**config.mk**
```make
export PLATFORM = sky130hd
export DESIGN_NAME = dsl_security
export DESIGN_NICKNAME = d
export VERILOG_FILES = /design/src/dsl_pkg.sv /design/src/dsl_security.sv /design/src/dsl_pw_cmp.sv
export VERILOG_INCLUDE_DIRS = /design/src
export SDC_FILE = /design/constraint.sdc
export NUM_CORES = 1
export LEC_CHECK = 0
export ABC_AREA = 1
export BUFFER_PORTS_ARGS = -buffer_cell sky130_fd_sc_hd__buf_2
export CAP_MARGIN = 20
export CORE_ASPECT_RATIO = 0.75
export CORE_MARGIN = 4
export CORE_UTILIZATION = 42
export DETAILED_ROUTE_END_ITERATION = 6
export SLEW_MARGIN = 20
export SYNTH_ARGS = -nofsm -noshare
export SYNTH_HDL_FRONTEND = slang
export SYNTH_SLANG_ARGS = --single-unit
```
**constraint.sdc**
```tcl
create_clock -name i_sys_clk -period 2.9 [get_ports i_sys_clk]
set_clock_uncertainty 0.05 [all_clocks]
set_input_delay 0.725 -clock i_sys_clk [delete_from_list [all_inputs] [get_ports i_sys_clk]]
set_output_delay 0.725 -clock i_sys_clk [all_outputs]
set_load 0.02 [all_outputs]
```
**src/dsl_consts.svh**
```systemverilog
// constants for the drive security command block
// assumes the task-file offsets are the byte addresses of the plain port
`ifndef DSL_CONSTS_SVH
`define DSL_CONSTS_SVH

`define DSL_OFF_ERR 12'h1f1
`define DSL_OFF_SECTOR_COUNT 12'h1f2
`define DSL_OFF_SECTOR_NUM 12'h1f3
`define DSL_OFF_CYL_LOW 12'h1f4
`define DSL_OFF_CYL_HIGH 12'h1f5
`define DSL_OFF_DRIVE_HEAD 12'h1f6
`define DSL_OFF_CMD 12'h1f7
`define DSL_OFF_DATA 12'h1f0
`define DSL_OFF_SEC 12'h1f8

`define DSL_CMD_SET_PW 8'hf1
`define DSL_CMD_UNLOCK 8'hf2
`define DSL_CMD_ERASE_PREP 8'hf3
`define DSL_CMD_ERASE_UNIT 8'hf4
`define DSL_CMD_FREEZE 8'hf5
`define DSL_CMD_DISABLE_PW 8'hf6

`define DSL_BIT_IDENT 0
`define DSL_BIT_LEVEL 8
`define DSL_ABORT_BIT 2
`define DSL_COND_BSY 7
`define DSL_COND_DRDY 6
`define DSL_COND_DRQ 3
`define DSL_COND_ERR 0

`define DSL_UNLOCK_TRIES 3'h5
`define DSL_BLOCK_WORDS 9'h100
`define DSL_PW_WORDS 16

`endif

```
**src/dsl_pkg.sv**
```systemverilog
// types for the drive security command block
// assumes dsl_consts.svh is compiled alongside
package dsl_pkg;
	typedef enum logic [2:0] {
		DSL_IDLE,
		DSL_RECV,
		DSL_EXEC,
		DSL_DONE
	} dsl_state_t;
endpackage

```
**src/dsl_security.sv**
```systemverilog
// security command handling of the drive controller
// assumes a plain one-cycle register port; data words at the data offset
`timescale 1ns/1ps
`default_nettype none
`include "dsl_consts.svh"

////////////////////////////////////////////////////////////////////////////////
// Behaviour
// - erase unit f4h takes 512-byte block
// - erase on match clears user password, lock
// - erase keeps master password
// - erase aborts unless prepare came just before
// - erase aborts while frozen
// - freeze f5h enters frozen state
// - frozen aborts set, unlock, disable, erase
// - only power loss or reset leaves frozen
// - repeated freeze completes, stays frozen
// - freeze aborts while locked
// - locked aborts every media access command
// - set password f1h, bit0 picks target
// - bit8 picks level, other bits ignored
// - set password aborts if locked or frozen
// - user high arms lock, both unlock
// - user maximum arms lock, user only
// - master set stores, never arms lock
// - prepare f3h enables next erase
// - five tries, zero blocks erase, unlock
// - abort sets error register abort bit
module dsl_security
	import dsl_pkg::*;
#(
	parameter int PW_WORDS = `DSL_PW_WORDS
) (
	input wire logic i_sys_clk,
	input wire logic i_reset_n,
	input wire logic i_power_on,
	input wire logic [11:0] i_addr,
	input wire logic [15:0] i_wdata,
	input wire logic i_wr,
	input wire logic i_rd,
	output logic [15:0] o_rdata,
	output logic o_intrq,
	output logic o_erase_req,
	output logic o_locked,
	output logic o_frozen
);
	dsl_state_t state;
	logic [7:0] cmd;
	logic [7:0] err;
	logic bsy;
	logic drq;
	logic frozen;
	logic locked;
	logic lock_armed;
	logic level_max;
	logic user_pw_valid;
	logic prepared;
	logic [2:0] tries;
	logic [8:0] word_cnt;
	logic ident;
	logic level_in;
	logic match_rst;
	logic match_user;
	logic match_master;
	logic [15:0] user_pw [PW_WORDS];
	logic [15:0] master_pw [PW_WORDS];
	logic [7:0] sector_count_reg, sector_number_reg;
	logic [7:0] cylinder_low_reg, cylinder_high_reg, drive_head_reg;
	logic cmd_wr;
	logic data_wr;
	logic pw_word;
	logic [3:0] pw_idx;
	logic abort_now;
	logic [15:0] next_rdata;

	assign cmd_wr = i_wr && (i_addr == `DSL_OFF_CMD) && state == DSL_IDLE;
	assign data_wr = i_wr && (i_addr == `DSL_OFF_DATA) && drq;
	assign pw_word = data_wr && (word_cnt >= 9'h001) &&
		(word_cnt <= 9'(PW_WORDS));
	assign pw_idx = 4'(word_cnt - 9'h001);
	assign o_locked = locked;
	assign o_frozen = frozen;

	function automatic logic is_media(input logic [7:0] c);
		case (c)
			8'hc8, 8'hca, 8'h22, 8'h32, 8'hc4, 8'h20, 8'hc5, 8'h30,
			8'h3c: is_media = 1'b1;
			default: is_media = 1'b0;
		endcase
	endfunction

	function automatic logic has_block(input logic [7:0] c);
		has_block = (c == `DSL_CMD_SET_PW) || (c == `DSL_CMD_ERASE_UNIT) ||
			(c == `DSL_CMD_UNLOCK) || (c == `DSL_CMD_DISABLE_PW);
	endfunction

	////////////////////////////////////////////////////////////////////////////
	// abort decisions taken when the command code lands
	always_comb begin
		abort_now = 1'b0;
		case (i_wdata[7:0])
			`DSL_CMD_ERASE_UNIT:
				abort_now = frozen || !prepared ||
					(tries == 3'h0);
			`DSL_CMD_UNLOCK, `DSL_CMD_DISABLE_PW:
				abort_now = frozen || (tries == 3'h0 && i_wdata[7:0] ==
					`DSL_CMD_UNLOCK);
			`DSL_CMD_SET_PW:
				abort_now = frozen || locked;
			`DSL_CMD_FREEZE:
				abort_now = locked;
			`DSL_CMD_ERASE_PREP:
				abort_now = frozen;
			default:
				abort_now = locked && is_media(i_wdata[7:0]);
		endcase
	end

	// password comparators, one per stored password
	dsl_pw_cmp #(.PW_WORDS(PW_WORDS)) u_cmp_user (
		.i_sys_clk(i_sys_clk),
		.i_reset_n(i_reset_n),
		.i_clear(match_rst),
		.i_valid(pw_word),
		.i_word(i_wdata),
		.i_stored(user_pw[pw_idx]),
		.o_match(match_user)
	);
	dsl_pw_cmp #(.PW_WORDS(PW_WORDS)) u_cmp_master (
		.i_sys_clk(i_sys_clk),
		.i_reset_n(i_reset_n),
		.i_clear(match_rst),
		.i_valid(pw_word),
		.i_word(i_wdata),
		.i_stored(master_pw[pw_idx]),
		.o_match(match_master)
	);
	assign match_rst = cmd_wr;

	wire exec_ok = (state == DSL_EXEC) && !err[`DSL_ABORT_BIT];
	wire pw_ok = ident ? (match_master && !(level_max &&
		(locked || cmd == `DSL_CMD_UNLOCK))) :
		(match_user && user_pw_valid);

	////////////////////////////////////////////////////////////////////////////
	// command sequencer
	always_ff @(posedge i_sys_clk or negedge i_reset_n) begin
		if (!i_reset_n) begin
			state <= DSL_IDLE;
			cmd <= 8'h00;
			bsy <= 1'b0;
			drq <= 1'b0;
			err <= 8'h00;
			word_cnt <= 9'h000;
			ident <= 1'b0;
			level_in <= 1'b0;
			o_intrq <= 1'b0;
		end else begin
			if (i_rd && i_addr == `DSL_OFF_CMD) begin
				o_intrq <= 1'b0;
			end
			case (state)
				DSL_IDLE: begin
					if (cmd_wr) begin
						cmd <= i_wdata[7:0];
						err <= 8'h00;
						bsy <= 1'b1;
						word_cnt <= 9'h000;
						if (abort_now) begin
							err[`DSL_ABORT_BIT] <= 1'b1;
							state <= DSL_DONE;
						end else if (has_block(i_wdata[7:0])) begin
							state <= DSL_RECV;
						end else begin
							state <= DSL_EXEC;
						end
					end
				end
				DSL_RECV: begin
					bsy <= 1'b0;
					drq <= 1'b1;
					if (data_wr) begin
						if (word_cnt == 9'h000) begin
							ident <= i_wdata[`DSL_BIT_IDENT];
							level_in <= i_wdata[`DSL_BIT_LEVEL];
						end
						word_cnt <= word_cnt + 9'h001;
						if (word_cnt == `DSL_BLOCK_WORDS - 9'h001) begin
							drq <= 1'b0;
							bsy <= 1'b1;
							state <= DSL_EXEC;
						end
					end
				end
				DSL_EXEC: begin
					if (cmd != `DSL_CMD_SET_PW && has_block(cmd) &&
						!pw_ok) begin
						err[`DSL_ABORT_BIT] <= 1'b1;
					end
					state <= DSL_DONE;
				end
				DSL_DONE: begin
					bsy <= 1'b0;
					o_intrq <= 1'b1;
					state <= DSL_IDLE;
				end
				default: state <= DSL_IDLE;
			endcase
		end
	end

	////////////////////////////////////////////////////////////////////////////
	// security state
	always_ff @(posedge i_sys_clk or negedge i_reset_n) begin
		if (!i_reset_n) begin
			frozen <= 1'b0;
			prepared <= 1'b0;
			tries <= `DSL_UNLOCK_TRIES;
			locked <= 1'b0;
		end else begin
			if (i_power_on) begin
				frozen <= 1'b0;
				locked <= lock_armed;
			end
			if (cmd_wr) begin
				prepared <= (i_wdata[7:0] == `DSL_CMD_ERASE_PREP) &&
					!abort_now;
				if (i_wdata[7:0] == `DSL_CMD_FREEZE && !locked) begin
					frozen <= 1'b1;
				end
			end
			if (exec_ok && pw_ok && (cmd == `DSL_CMD_ERASE_UNIT ||
				cmd == `DSL_CMD_UNLOCK || cmd == `DSL_CMD_DISABLE_PW)) begin
				locked <= 1'b0;
			end
			if (exec_ok && !pw_ok && cmd == `DSL_CMD_UNLOCK && locked &&
				tries != 3'h0) begin
				tries <= tries - 3'h1;
			end
		end
	end

	// lock arming and level survive power cycles; reset only at assembly
	always_ff @(posedge i_sys_clk or negedge i_reset_n) begin
		if (!i_reset_n) begin
			lock_armed <= 1'b0;
			level_max <= 1'b0;
			user_pw_valid <= 1'b0;
			o_erase_req <= 1'b0;
		end else begin
			o_erase_req <= 1'b0;
			if (exec_ok && cmd == `DSL_CMD_SET_PW && !ident) begin
				lock_armed <= 1'b1;
				level_max <= level_in;
				user_pw_valid <= 1'b1;
			end
			if (exec_ok && pw_ok && (cmd == `DSL_CMD_ERASE_UNIT ||
				cmd == `DSL_CMD_DISABLE_PW)) begin
				lock_armed <= 1'b0;
				user_pw_valid <= 1'b0;
			end
			if (exec_ok && pw_ok && cmd == `DSL_CMD_ERASE_UNIT) begin
				o_erase_req <= 1'b1;
			end
		end
	end

	// password stores; master untouched by erase, written only by set
	always_ff @(posedge i_sys_clk) begin
		if (pw_word && state == DSL_RECV && cmd == `DSL_CMD_SET_PW) begin
			if (ident) begin
				master_pw[pw_idx] <= i_wdata;
			end else begin
				user_pw[pw_idx] <= i_wdata;
			end
		end
	end

	////////////////////////////////////////////////////////////////////////////
	// other task-file registers are plain storage
	always_ff @(posedge i_sys_clk or negedge i_reset_n) begin
		if (!i_reset_n) begin
			sector_count_reg <= 8'h00;
			sector_number_reg <= 8'h00;
			cylinder_low_reg <= 8'h00;
			cylinder_high_reg <= 8'h00;
			drive_head_reg <= 8'h00;
		end else if (i_wr) begin
			case (i_addr)
				`DSL_OFF_SECTOR_COUNT: sector_count_reg <= i_wdata[7:0];
				`DSL_OFF_SECTOR_NUM: sector_number_reg <= i_wdata[7:0];
				`DSL_OFF_CYL_LOW: cylinder_low_reg <= i_wdata[7:0];
				`DSL_OFF_CYL_HIGH: cylinder_high_reg <= i_wdata[7:0];
				`DSL_OFF_DRIVE_HEAD: drive_head_reg <= i_wdata[7:0];
				default: ;
			endcase
		end
	end

	// read data one cycle after the strobe, zero otherwise
	always_comb begin
		next_rdata = 16'h0000;
		case (i_addr)
			`DSL_OFF_ERR: next_rdata = {8'h00, err};
			`DSL_OFF_SECTOR_COUNT: next_rdata = {8'h00, sector_count_reg};
			`DSL_OFF_SECTOR_NUM: next_rdata = {8'h00, sector_number_reg};
			`DSL_OFF_CYL_LOW: next_rdata = {8'h00, cylinder_low_reg};
			`DSL_OFF_CYL_HIGH: next_rdata = {8'h00, cylinder_high_reg};
			`DSL_OFF_DRIVE_HEAD: next_rdata = {8'h00, drive_head_reg};
			`DSL_OFF_CMD: next_rdata = {8'h00, bsy, !bsy, 2'h0, drq,
				2'h0, err[`DSL_ABORT_BIT]};
			`DSL_OFF_SEC: next_rdata = {10'h000, tries, level_max, locked,
				frozen};
			default: next_rdata = 16'h0000;
		endcase
	end

	always_ff @(posedge i_sys_clk or negedge i_reset_n) begin
		if (!i_reset_n) begin
			o_rdata <= 16'h0000;
		end else if (i_rd) begin
			o_rdata <= next_rdata;
		end else begin
			o_rdata <= 16'h0000;
		end
	end

	////////////////////////////////////////////////////////////////////////////
	a_frozen_sticky: assert property (@(posedge i_sys_clk)
		disable iff (!i_reset_n) frozen && !i_power_on |=> frozen)
		else $error("frozen cleared");
	a_freeze_sets: assert property (@(posedge i_sys_clk)
		disable iff (!i_reset_n) cmd_wr && !locked && i_wdata[7:0] ==
		`DSL_CMD_FREEZE |=> frozen) else $error("freeze not taken");
	a_freeze_locked: assert property (@(posedge i_sys_clk)
		disable iff (!i_reset_n) cmd_wr && locked && i_wdata[7:0] ==
		`DSL_CMD_FREEZE |=> err[`DSL_ABORT_BIT])
		else $error("freeze not aborted");
	a_erase_prep: assert property (@(posedge i_sys_clk)
		disable iff (!i_reset_n) cmd_wr && !prepared && i_wdata[7:0] ==
		`DSL_CMD_ERASE_UNIT |=> err[`DSL_ABORT_BIT] && state == DSL_DONE)
		else $error("erase no prep");
	a_erase_frozen: assert property (@(posedge i_sys_clk)
		disable iff (!i_reset_n) cmd_wr && frozen && i_wdata[7:0] ==
		`DSL_CMD_ERASE_UNIT |=> err[`DSL_ABORT_BIT])
		else $error("erase while frozen");
	a_setpw_abort: assert property (@(posedge i_sys_clk)
		disable iff (!i_reset_n) cmd_wr && (locked || frozen) &&
		i_wdata[7:0] == `DSL_CMD_SET_PW |=> err[`DSL_ABORT_BIT])
		else $error("set password not aborted");
	a_media_locked: assert property (@(posedge i_sys_clk)
		disable iff (!i_reset_n) cmd_wr && locked &&
		is_media(i_wdata[7:0]) |=> err[`DSL_ABORT_BIT])
		else $error("media access while locked");
	a_busy_done: assert property (@(posedge i_sys_clk)
		disable iff (!i_reset_n) state == DSL_DONE |=> !bsy && o_intrq)
		else $error("no completion");
	a_prep_clear: assert property (@(posedge i_sys_clk)
		disable iff (!i_reset_n) cmd_wr && i_wdata[7:0] !=
		`DSL_CMD_ERASE_PREP |=> !prepared) else $error("prepare kept");
endmodule
`default_nettype wire

```
**src/dsl_pw_cmp.sv**
```systemverilog
// password comparator over one 16-bit word stream
// assumes words arrive in order after a start pulse that comes before word 1
`timescale 1ns/1ps
`default_nettype none
module dsl_pw_cmp #(
	parameter int PW_WORDS = 16
) (
	input wire logic i_sys_clk,
	input wire logic i_reset_n,
	input wire logic i_clear,
	input wire logic i_valid,
	input wire logic [15:0] i_word,
	input wire logic [15:0] i_stored,
	output logic o_match
);
	// match stays high until any word disagrees
	always_ff @(posedge i_sys_clk or negedge i_reset_n) begin
		if (!i_reset_n) begin
			o_match <= 1'b1;
		end else if (i_clear) begin
			o_match <= 1'b1;
		end else if (i_valid && (i_word != i_stored)) begin
			o_match <= 1'b0;
		end
	end
endmodule
`default_nettype wire

```
==> results of run 1 <==
-- stage by stage --
step	setup slack [ns]	hold slack (ns)
finish	0.139	0.0816
global route	-0.0160	0.141
CTS	0.0821	0.115
detailed placement	0.0545	0.404
global placement	0.0217	0.399
floorplan	-0.237	0.379
-- power groups by stage --
stage	clock network, mW	registers (mW)	logic, mW
2_1_floorplan	0	9.55	2.38
6_report	7.88	9.39	4.10
4_1_cts	7.98	9.38	3.76
3_3_place_gp	0	9.56	3.71
3_5_place_dp	0	9.57	3.75
5_1_grt	8.34	9.39	4.50
-- cell usage after synthesis, types with 6 or more instances --
cell,n
buf_2,65
nand3_1,318
o21ai_0,69
xor2_1,6
edfxtp_1,512
ha_1,14
buf_1,8
buf_4,16
a21oi_1,16
clkbuf_1,34
nor3_1,9
a221oi_1,13
nand2_1,1123
nor2_1,107
inv_1,83
dfrtp_1,80
nand4_1,9
-- area by class of cell --
type | count | area [um2] | area share, %
flip-flops and latches | 596 | 17500 | 57.9
multi-input cells | 1724 | 7440 | 24.6
repair buffers | 178 | 1940 | 6.43
clock buffers | 63 | 1450 | 4.80
well taps | 800 | 1000 | 3.31
clock inverters | 42 | 520 | 1.72
inverters | 90 | 360 | 1.19
diodes | 1 | 2.50 | 0.00829
-- how the worst min path moves through the flow --
stage / to / startpoint
after CTS: cylinder_low_reg[7] / i_reset_n
after global placement: o_intrq / o_intrq
after floorplan: bsy / i_reset_n
after detailed placement: o_intrq / o_intrq
after global routing: cylinder_low_reg[7] / i_reset_n
final: cylinder_low_reg[7] / i_reset_n
-- kinds of logic (layout without fill, tap and decap cells) --
logic type | count (synthesis) | after routing
adder cells (fa/ha/maj) | 14 | 14
AO/OA/AOI/OAI | 115 | 115
flip-flops | 596 | 596
AND/OR/NAND/NOR | 1580 | 1580
buffers and inverters | 214 | 373
other | 1 | 9
XOR/XNOR | 7 | 7
-- routing by layer --
layer | track usage, % | part of all wire [%] | vias up
met5 | 0 | 0.017 | -
met4 | 5.29 | 2.2 | 2
met3 | 5.99 | 11 | 86
met2 | 30.4 | 41 | 871
met1 | 35.3 | 46 | 9237
li1 | - | - | 8740
-- timing repair --
item	in CTS	in global routing
resized for setup	0	27
buffers inserted	0	7
endpoints found under the setup margin	0	5
-- worst max-delay path, delay by kind of cell, from the launching register on --
| kind | cells | cell delay, ns |
|---|---|---|
| buffers and inverters | 4 | 0.59 |
| and+or+nand+nor | 15 | 1.19 |
| DFF | 1 | 0.48 |
| adders and majority gates | 1 | 0.40 |
==> impl_metrics.sql, run 1 <==
INSERT INTO impl_metrics (metric_group, metric, value, unit) VALUES
('timing', 'slew_hr', '51.0', '%'),
('drt', 'vias_per_cell', '5.42', ''),
('timing', 'fmax', '362', 'MHz'),
('cts', 'clk_latency', '0.60', 'ns'),
('synthesis', 'netlist-cell-type-count', '43', ''),
('global_routing', 'grt_antenna_before_repair', '4', ''),
('synthesis', 'synth_warnings', '0', ''),
('critical_path', 'timing.critical_path.from_type', 'register', ''),
('timing', 'fin_crit_sh', '95.2', '%'),
('critical_path', 'worst_setup_path_startpoint', 'word_cnt[0]', ''),
('flow_run', 'max_cap_violations', '0', ''),
('drt', 'detail_route.drc_violations', '0', ''),
('timing', 'finalHoldViolations', '0', ''),
('critical_path', 'cp_max_fo', '16', ''),
('finish', 'final_core_util', '49.8', '%'),
('cts', 'ctsRootBufferMaster', 'clkbuf_16', ''),
('synthesis', 'yosys_most_used_dff', 'edfxtp_1', ''),
('power', 'static_leakage_power', '11.9', 'nW'),
('power', 'power.clock.fraction', '36.9', '%'),
('power', 'power_report.internal_total', '15.1', 'mW'),
('floorplan', 'die_w', '294', 'um'),
('floorplan', 'ios', '53', ''),
('global_routing', 'grt_pass1_vias', '17600', ''),
('critical_path', 'critical-path-slowest-cell', 'dfrtp_4', ''),
('critical_path', 'worst_r2r_path_depth', '20', ''),
('synthesis', 'synthesis.area_per_instance', '10.2', 'um2'),
('worst_hold_path', 'min-delay-path-class', 'primary input to asynchronous set/reset pin', ''),
('synthesis', 'post-synth-top-area-fraction', '59.7', '%'),
('placement', 'gp_congestion', '0.902', ''),
('finish', 'synthToLayoutAreaGrowth', '17.2', '%'),
('synthesis', 'asyncSetResetFlopFracSynth', '14.1', '%'),
('power', 'power_frac_comb', '19.2', '%'),
('critical_path', 'worst_setup_path_endpoint', 'u_cmp_user.o_match', ''),
('synthesis', 'synth_compound_area_share', '2.62', '%'),
('synthesis', 'synth_seq_area_share', '67.8', '%'),
('timing', 'fin_tns_setup', '0', 'ns'),
('synthesis', 'synthesis.area', '25800', 'um2'),
('critical_path', 'worst-endpoint-required', '3.40', 'ns'),
('synthesis', 'netlist.top_cell.by_area', 'edfxtp_1', ''),
('floorplan', 'fp.dieArea', '65400', 'um2'),
('finish', 'design.final.nets', '2693', ''),
('synthesis', 'netlist_top_cells_area', 'edfxtp_1 60%, nand2_1 16%, dfrtp_1 7.8%', ''),
('timing', 'number_of_failing_setup_endpoints_in_the_final_timing_report', '0', ''),
('critical_path', 'timing.critical_path.slowest_cell_delay', '0.48', 'ns'),
('power', 'total_power', '21.4', 'mW'),
('critical_path', 'timing_worst_setup_path_type', 'register to register', ''),
('power', 'vdd_ir_drop_max', '0.000573', 'V'),
('critical_path', 'cp_common_cell', 'nand2_1', ''),
('floorplan', 'coreArea', '60600', 'um2'),
('power', 'p_sw', '6.22', 'mW'),
('finish', 'biggestRegsByFlops', 'master_pw x256, user_pw x256, word_cnt x9', ''),
('placement', 'place.detailed.hpwl', '48200', 'um'),
('synthesis', 'syn_inst', '2527', ''),
('finish', 'final_cell_count_without_fillers', '3494', ''),
('global_routing', 'first_pass_grt_wire_length', '111000', 'um'),
('global_routing', 'grt_max_degree', '93', ''),
('synthesis', 'synth_top_family_by_area', 'simple AND/OR/NAND/NOR gates', ''),
('synthesis', 'yosys.area_share.adder', '0.680', '%'),
('floorplan', 'die_height', '223', 'um'),
('critical_path', 'crit_reg_reg_startpoint', 'word_cnt[0]', ''),
('critical_path', 'r2r_end', 'u_cmp_user.o_match', ''),
('timing', 'final_period_minus_worst_setup_slack', '2.76', 'ns'),
('global_routing', 'gr-usage-all-layers', '22.3', '%'),
('run_status', 'status', 'finished clean', ''),
('finish', 'nFillCells', '5371', ''),
('synthesis', 'synth-simple-area-share', '24.9', '%'),
('power', 'power.sequential.fraction', '43.9', '%'),
('power', 'switching_share', '29.1', '%'),
('finish', 'drive_gt1_share', '11.6', '%'),
('drt', 'drt.antenna.violating_nets', '0', ''),
('cts', 'tritoncts', 'built', '');
(Power assumes the default switching activity.)
==> run 2: changes to the inputs <==
--- a/config.mk
+++ b/config.mk
@@ -13,6 +13,7 @@
 export CORE_MARGIN = 4
 export CORE_UTILIZATION = 42
 export DETAILED_ROUTE_END_ITERATION = 6
+export RECOVER_POWER = 100
 export SLEW_MARGIN = 20
 export SYNTH_ARGS = -nofsm -noshare
 export SYNTH_HDL_FRONTEND = slang
==> impl_metrics.sql, run 2 (synthesis gave the netlist of run 1 again) <==
INSERT INTO impl_metrics (metric_group, metric, value, unit) VALUES
('cts', 'clk_pin_slew_worst_paths', '0.07', 'ns'),
('timing', 'fin_crit_sh', '96.3', '%'),
('timing', 'number_of_failing_setup_endpoints_in_the_final_timing_report', '0', ''),
('floorplan', 'coreArea', '60600', 'um2'),
('cts', 'ctsHtreeMaxLevel', '2', ''),
('cts', 'cts_hold_buf', '0', ''),
('critical_path', 'r2r_end', 'u_cmp_user.o_match', ''),
('timing', 'finalHoldViolations', '0', ''),
('drt', 'detail_route.drc_violations', '0', ''),
('floorplan', 'die_height', '223', 'um'),
('critical_path', 'worst-endpoint-required', '3.40', 'ns'),
('finish', 'final_core_util', '49.5', '%'),
('finish', 'area.sequential', '17500', 'um2'),
('drt', 'vias', '18900', ''),
('worst_hold_path', 'min-delay-path-class', 'primary input to register', ''),
('critical_path', 'crit_reg_reg_startpoint', 'word_cnt[0]', ''),
('placement', 'placedInstanceArea', '27900', 'um2'),
('placement', 'placement.io_buffers', '44', ''),
('power', 'vdd_ir_drop_max', '0.000575', 'V'),
('cts', 'tritoncts', 'built', ''),
('global_routing', 'gr-usage-all-layers', '22.3', '%'),
('drt', 'detailedRoute.firstPassIterationCount', '5', ''),
('timing', 'slew_hr', '-24.3', '%'),
('finish', 'drive_gt1_share', '9.28', '%'),
('cts', 'ctsRootBufferMaster', 'clkbuf_16', ''),
('run_status', 'status', 'complete, but fails checks', ''),
('critical_path', 'worst_r2r_path_depth', '20', ''),
('timing', 'fin_tns_setup', '0', 'ns'),
('critical_path', 'timing.critical_path.from_type', 'register', ''),
('floorplan', 'initial_standard_cell_utilization_of_the_core', '42.5', '%'),
('critical_path', 'timing_worst_setup_path_type', 'register to register', ''),
('finish', 'nFillCells', '5418', ''),
('power', 'static_leakage_power', '11.7', 'nW'),
('worst_hold_path', 'hold_start', 'i_power_on', ''),
('floorplan', 'die_w', '294', 'um'),
('cts', 'numCtsBuffers', '56', ''),
('timing', 'max_slew_violation_count', '75', ''),
('global_routing', 'first_pass_grt_wire_length', '111000', 'um'),
('finish', 'layout.cells.most_common_list', '1,118 x nand2_1, 512 x edfxtp_1, 318 x nand3_1', ''),
('global_routing', 'grt_max_degree', '93', ''),
('finish', 'cell_area_after_layout', '30000', 'um2'),
('placement', 'place.detailed.hpwl', '48200', 'um'),
('drt', 'drt.antenna.violating_nets', '0', ''),
('cts', 'clk_latency', '0.61', 'ns'),
('finish', 'biggestRegsByFlops', 'master_pw x256, user_pw x256, word_cnt x9', ''),
('global_routing', 'grt_overflow', '0', ''),
('critical_path', 'setup.worst_path.end_class', 'register', ''),
('drt', 'vias_per_cell', '5.41', ''),
('global_routing', 'grt_antenna_before_repair', '3', ''),
('drt', 'wire_per_inst', '21.9', 'um'),
('finish', 'design.final.nets', '2693', ''),
('timing', 'worst-slew-pin-transition', '1.86', 'ns'),
('finish', 'commonest_non_fill_non_tap_cell_in_the_layout', 'nand2_1', ''),
('run_status', 'violations', 'max-capacitance violations, max-slew violations', ''),
('drt', 'postRouteWirelength', '76600', 'um'),
('placement', 'gp_congestion', '0.902', ''),
('floorplan', 'fp.dieArea', '65400', 'um2'),
('global_routing', 'grt_pass1_vias', '17600', ''),
('flow_run', 'max_cap_violations', '3', ''),
('cts', 'cts.path.max_buffers', '3', ''),
('critical_path', 'worst_setup_path_startpoint', 'word_cnt[0]', ''),
('timing', 'fmax', '358', 'MHz'),
('timing', 'final_period_minus_worst_setup_slack', '2.79', 'ns'),
('critical_path', 'worst-endpoint-arrival', '3.29', 'ns'),
('critical_path', 'reg2reg_setup_slack', '0.11', 'ns'),
('critical_path', 'cp_max_fo', '16', ''),
('power', 'power-per-cell-area', '710', 'nW/um2'),
('floorplan', 'placement_rows', '78', ''),
('drt', 'drt_first_iter_violations', '2188', ''),
('finish', 'synthToLayoutAreaGrowth', '16.5', '%'),
('cts', 'cts_sinks', '596', ''),
('floorplan', 'ios', '53', ''),
('critical_path', 'worst_setup_path_endpoint', 'u_cmp_user.o_match', ''),
('finish', 'multi_input_area', '7420', 'um2');
run 2: timing repair:
action	CTS	global route
setup buffers	0	7
gates resized for setup	0	27
setup endpoints to repair	0	5
hold endpoints to repair	0	0
run 2: area by class of cell:
class | count | share of cell area [%]
Antenna cell | 3 | 0.0250
Clock buffer | 63 | 4.83
Tap cell | 800 | 3.33
Multi-Input combinational cell | 1724 | 24.7
Inverter | 90 | 1.20
Timing Repair Buffer | 178 | 5.94
Clock inverter | 42 | 1.73
Sequential cell | 596 | 58.2
run 2: per-stage QoR:
stage | hold slack (ns) | setup WS (ns) | std cells | power (mW)
after floorplan | 0.379 | -0.237 | 2534 | 11.9
after global placement | 0.399 | 0.0217 | 3373 | 13.3
after detailed placement | 0.404 | 0.0545 | 3373 | 13.3
after CTS | 0.115 | 0.0821 | 3478 | 21.1
after global routing | 0.277 | -0.0160 | 3494 | 22.2
final | 0.288 | 0.107 | 3496 | 21.3
run 2: worst max-delay path, cell delays in order, from the launching register on:
cell	delay (ns)
dfrtp_4	0.48
inv_8	0.08
ha_4	0.40
clkinv_8	0.15
buf_4	0.18
clkbuf_16	0.18
nand3_1	0.09
nand2_1	0.08
nand2_1	0.08
nand2_1	0.14
nand2_2	0.11
nand2_1	0.06
nand2_1	0.05
nand2_1	0.06
nor2_1	0.10
nand2_1	0.07
nor2_1	0.09
nand2_1	0.12
nand2_1	0.08
nand2_1	0.04
nand2_1	0.05
run 2: worst min-delay path by stage:
stage                               end  slack, ns  cells past startpoint
floorplan                           bsy       0.38                      0
detailed placement              o_intrq       0.40                      2
CTS                 cylinder_low_reg[7]       0.11                      1
finish                         o_frozen       0.29                      2
global route                   o_frozen       0.28                      2
global placement                o_intrq       0.40                      2
run 2: per-layer routing:
metal / track usage, % / share of wire, %
met5: 0 / 0.017
met3: 5.99 / 11
met1: 35.3 / 46
met2: 30.4 / 41
met4: 5.29 / 2.2
run 2: report_power, final:
part / leakage (nW) / internal (mW) / switching [mW] / total (mW)
clock: 0.948 / 4.59 / 3.27 / 7.86
sequential: 5.73 / 9.35 / 0.0424 / 9.39
combinational: 5.07 / 1.18 / 2.89 / 4.07
